`config.mk`:
```
export PLATFORM = sky130hd
export DESIGN_NAME = ssrc_top
export DESIGN_NICKNAME = d
export VERILOG_FILES = /design/src/hw/ssrc_pkg.sv /design/src/hw/ssrc_top.sv
export SDC_FILE = /design/constraint.sdc
export NUM_CORES = 1
export LEC_CHECK = 0
export BUFFER_PORTS_ARGS = -buffer_cell sky130_fd_sc_hd__buf_4
export CORE_UTILIZATION = 26
export CTS_CLUSTER_SIZE = 10
export DETAILED_ROUTE_END_ITERATION = 10
export HOLD_SLACK_MARGIN = 0.06
export SLEW_MARGIN = 20
export SYNTH_ARGS = -nofsm -noshare
export SYNTH_HDL_FRONTEND = slang
export SYNTH_SLANG_ARGS = --single-unit
```
`constraint.sdc`:
```
create_clock -name clock -period 2.2 [get_ports clock]
set_input_delay 0.33 -clock clock [delete_from_list [all_inputs] [get_ports clock]]
set_output_delay 0.33 -clock clock [all_outputs]
set_load 0.01 [all_outputs]
```
`src/hw/ssrc_pkg.sv`:
```
// Package with constants and carrier types for the sleep-state rail control.
package ssrc_pkg;

  localparam int unsigned CLK_FREQ_HZ     = 200_000_000;
  localparam int unsigned DEBOUNCE_MS     = 30;
  // A press must last longer than the debounce time, so one cycle is added.
  localparam int unsigned DEBOUNCE_CYCLES =
    (CLK_FREQ_HZ / 1000) * DEBOUNCE_MS + 1;
  localparam int unsigned SYNC_STAGES     = 3;
  localparam int unsigned SOFT_START_CYCLES = 64;

  localparam logic RESET_OUT_N_VAL  = 1'b0;
  localparam logic BUTTON_OUT_RESET = 1'b1;

  // Pin function choice of the shared general-purpose pin.
  localparam logic FUNC_GPIO    = 1'b0;
  localparam logic FUNC_VSELECT = 1'b1;

  // Raw host-side inputs, all active low.
  typedef struct packed {
    logic deep_idle_sleep_n;
    logic suspend_ram_sleep_n;
    logic hibernate_sleep_n;
    logic platform_reset_n;
    logic power_button_in_n;
    logic thermal_trip_n;
  } ssrc_host_in_s;

  // Rail group enables.
  typedef struct packed {
    logic always_on;
    logic standby;
    logic suspend;
    logic deep_idle;
  } ssrc_rails_s;

  typedef enum logic [1:0] {
    SSRC_OFF   = 2'b00,
    SSRC_RAMP  = 2'b01,
    SSRC_GOOD  = 2'b10
  } ssrc_start_e;

endpackage : ssrc_pkg

```
`src/hw/ssrc_top.sv`:
```
// Sleep-state rail control: input sync, button debounce and rail enables.
// Function
// (RULE_01) Deep-idle input high enables deep-idle rails.
// (RULE_02) Suspend input high enables suspend rails.
// (RULE_03) Hibernate input high enables standby rails.
// (RULE_04) Always-on rails need button held over 30ms.
// (RULE_05) Button output follows only the debounced level.
// (RULE_06) Core power good high after soft start.
// (RULE_07) Resume reset low until soft start done.
// (RULE_08) Platform reset input is active low.
// (RULE_09) Alert pin pulled low while alert pending.
// (RULE_10) Shared pin is GPIO 9 or voltage select.
// (RULE_11) Thermal trip low shuts off all rails.
// (RULE_12) Synchronise all host inputs before use.
module ssrc_top #(
  parameter int unsigned DEBOUNCE_CYCLES   = ssrc_pkg::DEBOUNCE_CYCLES,
  parameter int unsigned SOFT_START_CYCLES = ssrc_pkg::SOFT_START_CYCLES
) (
  input  wire logic                   clock,
  input  wire logic                   nrst,
  input  wire ssrc_pkg::ssrc_host_in_s host_in,
  input  wire logic                   vid_alert_pending,
  input  wire logic                   shared_pin_func,
  input  wire logic                   shared_pin_in,
  input  wire logic                   gpio9_out,
  input  wire logic                   gpio9_oe,
  output logic                        gpio9_in,
  output logic                        shared_pin_out,
  output logic                        shared_pin_oe,
  output logic                        memory_rail_voltage_select,
  output ssrc_pkg::ssrc_rails_s       rails_en,
  output logic                        power_button_out_n,
  output logic                        core_power_good,
  output logic                        resume_reset_n,
  output logic                        platform_reset_active,
  output logic                        vid_alert_n_out,
  output logic                        vid_alert_n_oe
);

  localparam int unsigned NIN = $bits(ssrc_pkg::ssrc_host_in_s) + 1;
  localparam int unsigned DBW = $clog2(DEBOUNCE_CYCLES + 1);
  localparam int unsigned SSW = $clog2(SOFT_START_CYCLES + 1);

  // Counts below these limits leave the counters no room to work.
  if (DEBOUNCE_CYCLES < 2 || SOFT_START_CYCLES < 1) begin : g_bad_counts
    $error("ssrc_top: counts too small");
  end

  // Three-stage synchronisers; a change counts when stages two and three agree.
  logic [NIN-1:0] raw;
  logic [NIN-1:0] s1_q, s2_q, s3_q, s1_d, s2_d, s3_d;
  logic [NIN-1:0] clean_q, clean_d;
  assign raw = {shared_pin_in, host_in};

  always_comb begin
    s1_d    = raw;
    s2_d    = s1_q;
    s3_d    = s2_q;
    clean_d = clean_q;
    for (int i = 0; i < NIN; i++) begin
      if (s2_q[i] == s3_q[i]) begin
        clean_d[i] = s3_q[i];
      end
    end
    if (!nrst) begin
      s1_d    = '1;
      s2_d    = '1;
      s3_d    = '1;
      clean_d = '1;
    end
  end

  always_ff @(posedge clock) begin // RULE_12
    s1_q    <= s1_d;
    s2_q    <= s2_d;
    s3_q    <= s3_d;
    clean_q <= clean_d;
  end

  ssrc_pkg::ssrc_host_in_s hs;
  logic                    pin_sync;
  assign hs       = clean_q[NIN-2:0];
  assign pin_sync = clean_q[NIN-1];

  // Button debounce: the filtered level changes after a stable run.
  logic [DBW-1:0] db_cnt_q, db_cnt_d;
  logic           btn_q, btn_d;
  logic           aon_q, aon_d;
  // Length of the current low run of the button, read by the press check.
  logic [DBW-1:0] low_run_q, low_run_d;

  always_comb begin
    db_cnt_d  = db_cnt_q;
    btn_d     = btn_q;
    aon_d     = aon_q;
    low_run_d = low_run_q;
    if (hs.power_button_in_n) begin
      low_run_d = '0;
    end else if (low_run_q != '1) begin
      low_run_d = low_run_q + DBW'(1);
    end
    if (hs.power_button_in_n == btn_q) begin
      db_cnt_d = '0;
    end else if (db_cnt_q == DBW'(DEBOUNCE_CYCLES - 1)) begin
      db_cnt_d = '0;
      btn_d    = hs.power_button_in_n; // RULE_05
      if (!hs.power_button_in_n) begin
        aon_d = 1'b1; // RULE_04
      end
    end else begin
      db_cnt_d = db_cnt_q + DBW'(1);
    end
    if (!hs.thermal_trip_n) begin
      aon_d = 1'b0; // RULE_11
    end
    if (!nrst) begin
      db_cnt_d  = '0;
      btn_d     = ssrc_pkg::BUTTON_OUT_RESET;
      aon_d     = 1'b0;
      low_run_d = '0;
    end
  end

  always_ff @(posedge clock) begin
    db_cnt_q  <= db_cnt_d;
    btn_q     <= btn_d;
    aon_q     <= aon_d;
    low_run_q <= low_run_d;
  end

  // Rail enables, soft start and the remaining outputs.
  ssrc_pkg::ssrc_rails_s rails_d;
  ssrc_pkg::ssrc_start_e st_q, st_d;
  logic [SSW-1:0]        ss_cnt_q, ss_cnt_d;
  logic                  pg_d, rsm_d, prst_d, alert_d;
  logic                  g9_d, sp_out_d, sp_oe_d, vsel_d, btn_out_d;
  logic                  vsel_q;

  always_comb begin
    rails_d.deep_idle = hs.deep_idle_sleep_n; // RULE_01
    rails_d.suspend   = hs.suspend_ram_sleep_n; // RULE_02
    rails_d.standby   = hs.hibernate_sleep_n; // RULE_03
    rails_d.always_on = aon_q;
    if (!hs.thermal_trip_n) begin
      rails_d = '0; // RULE_11
    end
    st_d     = st_q;
    ss_cnt_d = ss_cnt_q;
    case (st_q)
      ssrc_pkg::SSRC_OFF: begin
        ss_cnt_d = '0;
        if (aon_q) begin
          st_d = ssrc_pkg::SSRC_RAMP;
        end
      end
      ssrc_pkg::SSRC_RAMP: begin
        ss_cnt_d = ss_cnt_q + SSW'(1);
        if (ss_cnt_q == SSW'(SOFT_START_CYCLES - 1)) begin
          st_d = ssrc_pkg::SSRC_GOOD;
        end
      end
      ssrc_pkg::SSRC_GOOD: begin
        ss_cnt_d = '0;
      end
      default: begin
        st_d = ssrc_pkg::SSRC_OFF;
      end
    endcase
    // A trip drops power good in the same cycle as the rails.
    if (!aon_q || !hs.thermal_trip_n) begin // RULE_11
      st_d     = ssrc_pkg::SSRC_OFF;
      ss_cnt_d = '0;
    end
    pg_d      = (st_d == ssrc_pkg::SSRC_GOOD); // RULE_06
    rsm_d     = (st_d == ssrc_pkg::SSRC_GOOD); // RULE_07
    prst_d    = !hs.platform_reset_n; // RULE_08
    alert_d   = vid_alert_pending; // RULE_09
    btn_out_d = btn_q; // RULE_05
    vsel_d    = vsel_q;
    g9_d      = pin_sync;
    sp_out_d  = 1'b0;
    sp_oe_d   = 1'b0;
    if (shared_pin_func == ssrc_pkg::FUNC_VSELECT) begin
      vsel_d = pin_sync; // RULE_10
    end else begin
      sp_out_d = gpio9_out; // RULE_10
      sp_oe_d  = gpio9_oe;
    end
    if (!nrst) begin
      rails_d   = '0;
      st_d      = ssrc_pkg::SSRC_OFF;
      ss_cnt_d  = '0;
      pg_d      = 1'b0;
      rsm_d     = 1'b0;
      prst_d    = 1'b0;
      alert_d   = 1'b0;
      btn_out_d = ssrc_pkg::BUTTON_OUT_RESET;
      vsel_d    = 1'b0;
      g9_d      = 1'b0;
      sp_out_d  = 1'b0;
      sp_oe_d   = 1'b0;
    end
  end

  always_ff @(posedge clock) begin
    rails_en                   <= rails_d;
    st_q                       <= st_d;
    ss_cnt_q                   <= ss_cnt_d;
    core_power_good            <= pg_d;
    resume_reset_n             <= rsm_d;
    platform_reset_active      <= prst_d;
    vid_alert_n_oe             <= alert_d;
    power_button_out_n         <= btn_out_d;
    vsel_q                     <= vsel_d;
    memory_rail_voltage_select <= vsel_d;
    gpio9_in                   <= g9_d;
    shared_pin_out             <= sp_out_d;
    shared_pin_oe              <= sp_oe_d;
    // Open-drain alert only ever drives low.
    vid_alert_n_out            <= 1'b0;
  end

  property p_deep_idle;
    @(posedge clock) disable iff (!nrst)
    hs.thermal_trip_n ##1 nrst |-> rails_en.deep_idle == $past(hs.deep_idle_sleep_n);
  endproperty
  a_deep_idle: assert property (p_deep_idle) else $error("deep idle"); // RULE_01

  property p_suspend;
    @(posedge clock) disable iff (!nrst)
    hs.thermal_trip_n ##1 nrst |-> rails_en.suspend == $past(hs.suspend_ram_sleep_n);
  endproperty
  a_suspend: assert property (p_suspend) else $error("suspend"); // RULE_02

  property p_standby;
    @(posedge clock) disable iff (!nrst)
    hs.thermal_trip_n ##1 nrst |-> rails_en.standby == $past(hs.hibernate_sleep_n);
  endproperty
  a_standby: assert property (p_standby) else $error("standby"); // RULE_03

  property p_aon_press;
    @(posedge clock) disable iff (!nrst)
    $rose(aon_q) |->
      !btn_q && $past(low_run_q) >= DBW'(DEBOUNCE_CYCLES - 1);
  endproperty
  a_aon_press: assert property (p_aon_press) else $error("short press"); // RULE_04

  property p_btn_out;
    @(posedge clock) disable iff (!nrst)
    $changed(btn_q) ##1 nrst |-> power_button_out_n == $past(btn_q);
  endproperty
  a_btn_out: assert property (p_btn_out) else $error("button out"); // RULE_05

  property p_pg;
    @(posedge clock) disable iff (!nrst)
    core_power_good |-> resume_reset_n && rails_en.always_on;
  endproperty
  a_pg: assert property (p_pg) else $error("power good"); // RULE_06

  property p_rsm;
    @(posedge clock) disable iff (!nrst)
    $rose(resume_reset_n) |-> $past(st_q) == ssrc_pkg::SSRC_RAMP;
  endproperty
  a_rsm: assert property (p_rsm) else $error("resume reset"); // RULE_07

  property p_therm;
    @(posedge clock) disable iff (!nrst)
    !hs.thermal_trip_n ##1 nrst |-> rails_en == '0;
  endproperty
  a_therm: assert property (p_therm) else $error("thermal"); // RULE_11

endmodule : ssrc_top

```
### After elaboration in Yosys (flattened, before gate mapping)

Cells that the tools add are included.
Widths: inputs -> output; s select.

* output and inout bits: 14
* word-level logic and storage cells: 63
* register bits: 74
* bits of input ports: 13

* reductions and logical operators: 13
* equal/unequal tests: 13
* bitwise gates (word level): 3
* add/sub/neg operators: 2
* muxes and demuxes: 5

Operator list (count)
* $add 23x1->23 const B: 1
* $eq 23x23->1 const B: 1
* $pmux 7 s2: 1
* $eq 1x1->1: 8
* $add 7x1->7 const B: 1
* $eq 7x6->1 const B: 1
* $mux 2: 3
* $pmux 2 s3: 1
* $reduce_or 2->1: 3
* $eq 2x2->1 const B: 2
* $reduce_and 2->1: 2
* $logic_not 1->1: 3
* $not 1->1: 3
* $reduce_and 3->1: 1
* $reduce_or 3->1: 1
* $eq 2x1->1 const B: 1
* $logic_not 2->1: 1
* $reduce_bool 2->1: 1
* $logic_or 1x1->1: 1

### Depth between registers and ports, before layout

Gate-level depths: netlist of run 1.

* depth in word-level cells: 5
* mapped depth: 7
* depth with buffers taken out: 6

### Least setup slack after synthesis of run 1

OpenSTA, ideal clock, no wires.

* path type: register to register
* start point: reg db_cnt_q[0]
* end point: reg db_cnt_q[20]
* buffers on the path: 0
* path slack: 0.200 ns
* required time: 2.134 ns
* library setup time: 0.066 ns
* arrival: 1.934 ns
* cell stages (with the launch flop): 6
* period minus slack after synthesis: 2.000 ns
* path through: dfxtp_1 > ha_1 > nand4_2 > or4_4 > or4_4 > a21oi_2

* cells in the longest elaborated chain, start to end: 2
* elaborated cells between the ends (all ways): 3
* classes of those cells: add/sub: 1; eq/ne: 1; reduce/logical: 1

RTL lines
* start: declaration: line ssrc_top.sv:86 `logic [DBW-1:0] db_cnt_q, db_cnt_d;`
* start signal: assignment: line ssrc_top.sv:125 `db_cnt_q <= db_cnt_d;`
* branches (longest 2 deep; another with $add 23x1->23)

Several ways; the timed one is not identified.
A chain may end at the register's enable or synchronous reset.

### Worst setup path after layout of run 1

Ends and elaborated chain as after synthesis.

==> results_dict.tcl, run 1 <==
set metrics [dict create \
    clock_path_buffers 2 \
    rsz0062_at_grt "false" \
    insertion_delay_ns 0.34 \
    crit_type "register to register" \
    worstPathMaxFanout 6 \
    die-area_um2 10800 \
    period_minus_slack_ns 2.06 \
    power_uw 2350 \
    antenna_cells 0 \
    yosysWarnings 0 \
    h-tree-depth 3 \
    synth_top_area_frac 0.549 \
    cts_made_buffers 9 \
    via_count 1918 \
    grt_use_total 0.0868 \
    dieHeight_um 104 \
    root_buffer "clkbuf_8" \
    whs_ns 0.169 \
    grt_antenna_before_repair 0 \
    via_per_inst 4.30 \
    max_freq_mhz 486 \
    wirelength_um 4410 \
    required_ns 2.48 \
    start_kind "register" \
    synth.avg_cell_area_um2 9.67 \
    cts_hold_buf 0 \
    core_area_um2 9910 \
    status "finished, final reports clean" \
    syn_inst 279 \
    slew_violations 0 \
    tns_ns 0 \
    clock_sinks 74 \
    cts_tree "done" \
    antenna_left 0 \
    initial_core_util 0.272 \
    finalHoldViolations 0 \
    routedWlPerCell_um 9.89 \
    met1_usage 0.102 \
    busiest_layer "met2" \
    globalRouteMet2Util 0.138 \
    p_leak_uw 0.00112 \
    gr-total-overflow 0 \
    cp-end-kind "register" \
    power.density_nw_per_um2 734 \
    synth_fp_nets 296 \
    place.gp.congestion 0.778 \
    yosys-top-cells-area "dfxtp_1 55%, nand2b_1 5.1%, nor2_1 5.0%, xnor2_1 4.5%, a21oi_1 2.4%" \
    cap_violations 0 \
    drtIter0Drc 111 \
    post_cts_buffers 0 \
    hpwl_um 3060 \
    nets 325 \
    fin_crit_sh 0.934 \
    die_x_um 104 \
    area_delta_synth_final_pct 18.7 \
    cts_resized 0 \
    drt_pre_antenna_iters 5 \
    hp-class "input pin to register" \
    skew_ns 0.00714 \
    portBuffers 25 \
    synth_seq_cells 74 \
    syn_area_um2 2700 \
    clk_pin_slew_ns 0.08 \
    grt_pass1_vias 1757 \
    yosysUniqueCellTypes 37 \
    rows 36 \
    ys_seq_area_frac 0.549 \
    ir_drop_mv 0.236 \
    io_pins 27 \
    grt_max_degree 43 \
    placedCellCount 430 \
    use_met3 0.0244 \
    mostFrequentLayoutCell "dfxtp_1" \
    drive_gt1_frac 0.163 \
    final_cell_mix "74 x dfxtp_1, 36 x nor2_1, 28 x buf_4" \
    synth_top_cell_by_area "dfxtp_1" \
    arrival_ns 2.33 \
    setup_viol 0 \
    final_cells 446 \
    drc 0 \
    grt_pass1_wl_um 7570 \
]
==> registers in the layout (all words and copies together) (netlist names) <==
signal                 count
resume_reset_n             1
btn_q                      1
ss_cnt_q                   7
gpio9_in                   1
power_button_out_n         1
s2_q                       7
aon_q                      1
db_cnt_q                  23
rails_en                   4
platform_reset_active      1
st_q                       2
vsel_q                     1
clean_q                    7
shared_pin_out             1
shared_pin_oe              1
s3_q                       7
vid_alert_n_oe             1
s1_q                       7
==> where the power goes <==
part	switching [µW]	internal (µW)	leakage, µW
registers	8.59	1360	0.000603
logic	24.9	36.6	0.000426
clock network	503	416	0.0000900
==> cells by family after synthesis <==
logic type      synth area share
buf+inv                   0.0301
simple gates               0.259
fa+ha+maj                 0.0185
flops                      0.549
xor+xnor                  0.0649
mux                      0.00742
compound gates            0.0695
other cells              0.00139
==> worst paths after layout <==
path,from,endpoint,depth (start not counted),slack (ns)
worst min-delay path,shared_pin_in,s1_q[6],2,0.17
worst max register to register,db_cnt_q[0],db_cnt_q[20],5,0.14
worst min register to register,s1_q[2],s2_q[2],1,0.41
worst max-delay path,db_cnt_q[0],db_cnt_q[20],5,0.14
==> through the flow <==
step / setup slack (ns) / utilization / cell area [µm²]
finish: 0.144 / 0.323 / 3200
detailed placement: 0.142 / 0.306 / 3030
global route: 0.0682 / 0.323 / 3200
global placement: 0.209 / 0.306 / 3030
floorplan: 0.200 / - / 2700
CTS: 0.139 / 0.323 / 3200
==> synthesized netlist by cell type <==
library cell  instances
a211oi_1              1
a21oi_1              13
a21oi_2               2
and2_1                2
and3_1                4
and3b_1               2
and4_1                1
and4b_1               1
buf_2                 2
buf_4                 2
clkbuf_1              6
conb_1                1
dfxtp_1              74
ha_1                  4
inv_1                 9
mux2i_1               2
nand2_1              11
nand2b_1             22
nand3_1              12
nand3b_1              1
nand4_1               3
nand4_2               2
nor2_1               36
nor2b_1               6
nor3_1                5
nor4_1                5
nor4b_1               1
nor4bb_1              1
o211a_1               1
o21ai_0              12
o21ai_1               1
o31ai_1               3
or3_1                 5
or4_1                 3
or4_4                 3
xnor2_1              14
xor2_1                6
==> area by class of cell <==
type / instances / area (µm²)
Clock buffer: 9 / 124
Clock inverter: 7 / 52.6
Fill cell: 1042 / 6710
Inverter: 9 / 33.8
Multi-Input combinational cell: 186 / 1140
Sequential cell: 74 / 1480
Tap cell: 133 / 166
Timing Repair Buffer: 28 / 210
==> critical path, cell delays in order (launching register included) <==
cell,delay (ns)
dfxtp_1,0.42
ha_1,0.25
nand4_2,0.13
or4_4,0.57
or4_4,0.50
a21oi_2,0.14
==> per-layer routing <==
layer	part of all wire	vias up
li1	-	998
met1	0.50	882
met2	0.44	28
met3	0.027	10
met4	0.026	0
met5	0	-
Note: power is estimated with default switching activity, not from simulation.
==> inputs of run 2 (changes only) <==
Settings changed: CTS_BUF_LIST set to sky130_fd_sc_hd__clkbuf_4, PLACE_DENSITY set to 0.39.
Clock period 2.2 ns to 2.4 ns, I/O delays scaled along.
==> results_dict.tcl, run 2 (synthesis results as in run 1) <==
set metrics [dict create \
    root_buffer "clkbuf_4" \
    mostFrequentLayoutCell "dfxtp_1" \
    skew_ns 0.0118 \
    drive_gt1_frac 0.154 \
    routedWlPerCell_um 10.6 \
    cts_tree "done" \
    antenna_left 0 \
    start_kind "register" \
    core_area_um2 9910 \
    ir_drop_mv 0.206 \
    clock_sinks 74 \
    arrival_ns 2.51 \
    final_cells 444 \
    hp-class "input pin to register" \
    slowest_delay_ns 0.59 \
    cts_made_buffers 9 \
    wirelength_um 4690 \
    grt_pass1_vias 1736 \
    io_pins 27 \
    finalHoldViolations 0 \
    portBuffers 25 \
    insertion_delay_ns 0.40 \
    period_minus_slack_ns 2.16 \
    place.gp.congestion 0.700 \
    tns_ns 0 \
    die_x_um 104 \
    cp-end-kind "register" \
    post_cts_buffers 0 \
    worstPathMaxFanout 6 \
    max_freq_mhz 462 \
    cts_resized 0 \
    gr-total-overflow 0 \
    slew_violations 0 \
    crit_slowest_cell "or4_4" \
    antenna_cells 0 \
    drt_pre_antenna_iters 4 \
    p_leak_uw 0.00110 \
    initial_core_util 0.272 \
    regMostFlops "db_cnt_q" \
    drc 0 \
    cap_violations 0 \
    die-area_um2 10800 \
    setup_viol 0 \
    grt_use_total 0.0945 \
    path_buf_inv 0 \
    multi_input_area_um2 1140 \
    n_fill_cell 1081 \
    cts_hold_buf 0 \
    power.density_nw_per_um2 667 \
    rows 36 \
    final_cell_mix "74 x dfxtp_1, 36 x nor2_1, 26 x buf_4" \
    cp_common_cell "or4_4" \
    drtIter0Drc 47 \
    dieHeight_um 104 \
    h-tree-depth 3 \
    hpwl_um 3120 \
    cp_cell_sequence "ha_1 > nand4_2 > or4_4 > or4_4 > a21oi_2" \
    rsz0062_at_grt "false" \
    area_delta_synth_final_pct 17.0 \
    crit_family "simple AND/OR/NAND/NOR gates" \
    clk_pin_slew_ns 0.13 \
    status "finished, final reports clean" \
    nets 323 \
    clock_path_buffers 2 \
    placedCellCount 428 \
    via_count 1877 \
    grt_max_degree 43 \
    required_ns 2.74 \
    grt_pass1_wl_um 8080 \
    fin_crit_sh 0.901 \
    power_uw 2110 \
    seqCellArea_um2 1480 \
    largest_reg_flops 23 \
    grt_antenna_before_repair 0 \
    via_per_inst 4.23 \
    crit_type "register to register" \
]
-- run 2: final timing paths --
path                                  start           end  slack (ns)  cells past startpoint
worst max register to register  db_cnt_q[0]  db_cnt_q[20]        0.24                      5
worst min register to register      s1_q[4]       s2_q[4]        0.41                      1
worst min-delay path             host_in[3]       s1_q[3]        0.12                      2
worst max-delay path            db_cnt_q[0]  db_cnt_q[20]        0.24                      5
-- run 2: area by class of cell --
type                       count  share of cell area
clock buffer                   9              0.0214
tap                          133              0.0527
inverter                       9              0.0107
multi-input combinational    186               0.360
sequential                    74               0.469
clock inverter                 7              0.0242
timing repair buffer          26              0.0618
-- run 2: stage by stage --
stage	setup WS (ns)	util	area [µm²]	hold slack, ns
final	0.238	0.319	3160	0.123
after global routing	0.105	0.319	3160	0.0745
after CTS	0.240	0.319	3160	0.0821
after detailed placement	0.261	0.304	3010	0.391
after global placement	0.319	0.304	3010	0.389
after floorplan	0.400	-	2700	0.386
-- run 2: report_power, final --
group	total (µW)	switching (µW)	internal, µW
sequential	1260	7.15	1250
clock	792	465	327
combinational	56.7	23.1	33.6
-- run 2: metal layers --
metal | track usage | wire length, µm
met1 | 0.116 | 2370
met2 | 0.145 | 2070
met3 | 0.0263 | 150
met4 | 0.0612 | 99
met5 | 0 | 0
-- run 2: worst reg2reg max path, cell delays in order, from the launching register on --
cell,delay [ns]
dfxtp_1,0.44
ha_1,0.25
nand4_2,0.19
or4_4,0.59
or4_4,0.50
a21oi_2,0.14
==> inputs of run 3 (changes only) <==
Settings changed: ABC_AREA set to 1, PLACE_DENSITY 0.39 to 0.38.
==> results_dict.tcl, run 3 <==
set metrics [dict create \
    status "finished, final reports clean" \
    area_delta_synth_final_pct 17.8 \
    synth-xor-area-share 0.0356 \
    synthAdderAreaFrac 0.0169 \
    setup_viol 0 \
    final_cell_mix "80 x nand2_1, 74 x dfxtp_1, 60 x nor2_1" \
    rsz0062_at_grt "false" \
    hp-class "input pin to register" \
    synth.avg_cell_area_um2 7.80 \
    h-tree-depth 3 \
    yosysWarnings 0 \
    crit_type "register to register" \
    period_minus_slack_ns 1.54 \
    cap_violations 0 \
    grt_max_degree 27 \
    dieHeight_um 109 \
    met1_usage 0.141 \
    rr_worst_depth 7 \
    cts_hold_buf 0 \
    worstPathMaxFanout 23 \
    setup_ws_ns 0.855 \
    tns_ns 0 \
    r2r-start "db_cnt_q[0]" \
    fin_crit_sh 0.644 \
    die_x_um 109 \
    synth_top_cell_by_area "dfxtp_1" \
    worst_pin_slew_ns 0.495 \
    cts_resized 0 \
    post_cts_buffers 0 \
    synth_seq_cells 74 \
    required_ns 2.70 \
    detailedPlace.worstSlack_ns 0.840 \
    maxSlewHeadroom 0.669 \
    mostFrequentLayoutCell "nand2_1" \
    ys_seq_area_frac 0.501 \
    via_count 2306 \
    final_cells 557 \
    synth-simple-area-share 0.326 \
    synth_compound_area_frac 0.0529 \
    synth_edf_count 0 \
    routedWlPerCell_um 10.5 \
    async_flop_share 0 \
    drc 0 \
    worst-r2r-setup-slack_ns 0.86 \
    grt_pass1_wl_um 10000 \
    slew_violations 0 \
    regMostFlops "db_cnt_q" \
    nets 429 \
    portBuffers 25 \
    rows 38 \
    gr-total-overflow 0 \
    p_leak_uw 0.00126 \
    start_kind "register" \
    root_buffer "clkbuf_4" \
    ir_drop_mv 0.211 \
    initial_core_util 0.270 \
    r2r_end "db_cnt_q[15]" \
    grt_use_total 0.112 \
    io_pins 27 \
    largest_reg_flops 23 \
    finalHoldViolations 0 \
    max_freq_mhz 647 \
    synth_top_family_by_area "simple AND/OR/NAND/NOR gates" \
    whs_ns 0.104 \
    cts_tree "done" \
    drive_gt1_frac 0.197 \
    drtIter0Drc 85 \
    clock_path_buffers 2 \
    synth_fp_nets 396 \
    ys.flop_type "dfxtp_1" \
    skew_ns 0.0166 \
    arrival_ns 1.85 \
    drt_pre_antenna_iters 4 \
    clk_pin_slew_ns 0.14 \
    syn_area_um2 2960 \
    via_per_inst 4.14 \
    hpwl_um 4240 \
    use_met3 0.0305 \
    insertion_delay_ns 0.43 \
    synth_top_area_frac 0.501 \
    clock_sinks 74 \
    antenna_cells 0 \
    grt_pass1_vias 2138 \
    busiest_layer "met2" \
    cp-end-kind "register" \
    whs_path_depth 2 \
    post-synth-top-count-cell "nand2_1" \
    die-area_um2 11800 \
    wirelength_um 5860 \
    antenna_left 0 \
    place.gp.congestion 0.793 \
    power.density_nw_per_um2 655 \
    core_area_um2 10900 \
    globalRouteMet2Util 0.174 \
    grt_antenna_before_repair 0 \
    yosysUniqueCellTypes 24 \
    syn_inst 379 \
    cts_made_buffers 9 \
    placedCellCount 538 \
    holdCritStartpoint "shared_pin_in" \
    synth_common_cells "80 x nand2_1, 74 x dfxtp_1, 60 x nor2_1" \
    muxShareOfSynthArea 0 \
    yosys-top-cells-area "dfxtp_1 50%, nand2_1 10%, nor2_1 7.6%, or2_2 4.9%, inv_1 4.8%" \
    power_uw 2280 \
    hold_end "s1_q[6]" \
]
-- run 3: cell count changes after synthesis, moves of 8 or more --
| cell | delta |
|---|---|
| a21oi_1 | +8 |
| inv_1 | +29 |
| nand2_1 | +69 |
| nand2b_1 | -22 |
| nand3_1 | +9 |
| nor2_1 | +24 |
| or2_2 | +23 |
| xnor2_1 | -9 |
-- run 3: logic make-up (layout without fill, tap and decap cells) --
logic type      after synthesis  count (layout)
fa+ha+maj                     4               4
compound gates               31              31
other cells                   1               1
xor+xnor                     12              12
simple gates                211             211
buf+inv                      46              84
flops                        74              74
-- run 3: per-layer routing --
| metal | share of wire | vias up |
|---|---|---|
| li1 | - | 1245 |
| met1 | 0.50 | 1020 |
| met2 | 0.45 | 30 |
| met3 | 0.027 | 11 |
| met4 | 0.021 | 0 |
| met5 | 0 | - |
-- run 3: how the worst max path moves through the flow --
stage | startpoint | to | slack, ns
4_1_cts | db_cnt_q[0] | db_cnt_q[17] | 0.79
3_5_place_dp | db_cnt_q[0] | db_cnt_q[15] | 0.84
5_1_grt | db_cnt_q[0] | db_cnt_q[15] | 0.66
2_1_floorplan | db_cnt_q[0] | db_cnt_q[12] | 1.10
6_report | db_cnt_q[0] | db_cnt_q[15] | 0.86
3_3_place_gp | db_cnt_q[17] | db_cnt_q[13] | 0.85
-- run 3: report_power, final --
part / switching, µW / internal [µW]
logic: 27.5 / 39.1
clock network: 511 / 444
registers: 7.30 / 1250
total: 546 / 1730
-- run 3: area by class of cell --
class,instances,area [µm²]
Fill cell,1208,7450
Multi-Input combinational cell,259,1280
Sequential cell,74,1480
Inverter,39,146
Clock inverter,7,108
Tap cell,140,175
Timing Repair Buffer,29,225
Clock buffer,9,67.6
-- run 3: worst max-delay path: stages, from the launching register on --
cell and delay, ns:
dfxtp_1 0.36, inv_1 0.06, ha_1 0.17, nand4_1 0.10, nor2_1 0.11, nand3_1 0.11, nand2_2 0.40, nor2_1 0.10
-- run 3: per-stage QoR --
stage               area [µm²]  utilization
floorplan                 2960            -
global placement          3280        0.300
detailed placement        3280        0.300
CTS                       3450        0.316
global route              3480        0.318
finish                    3480        0.318
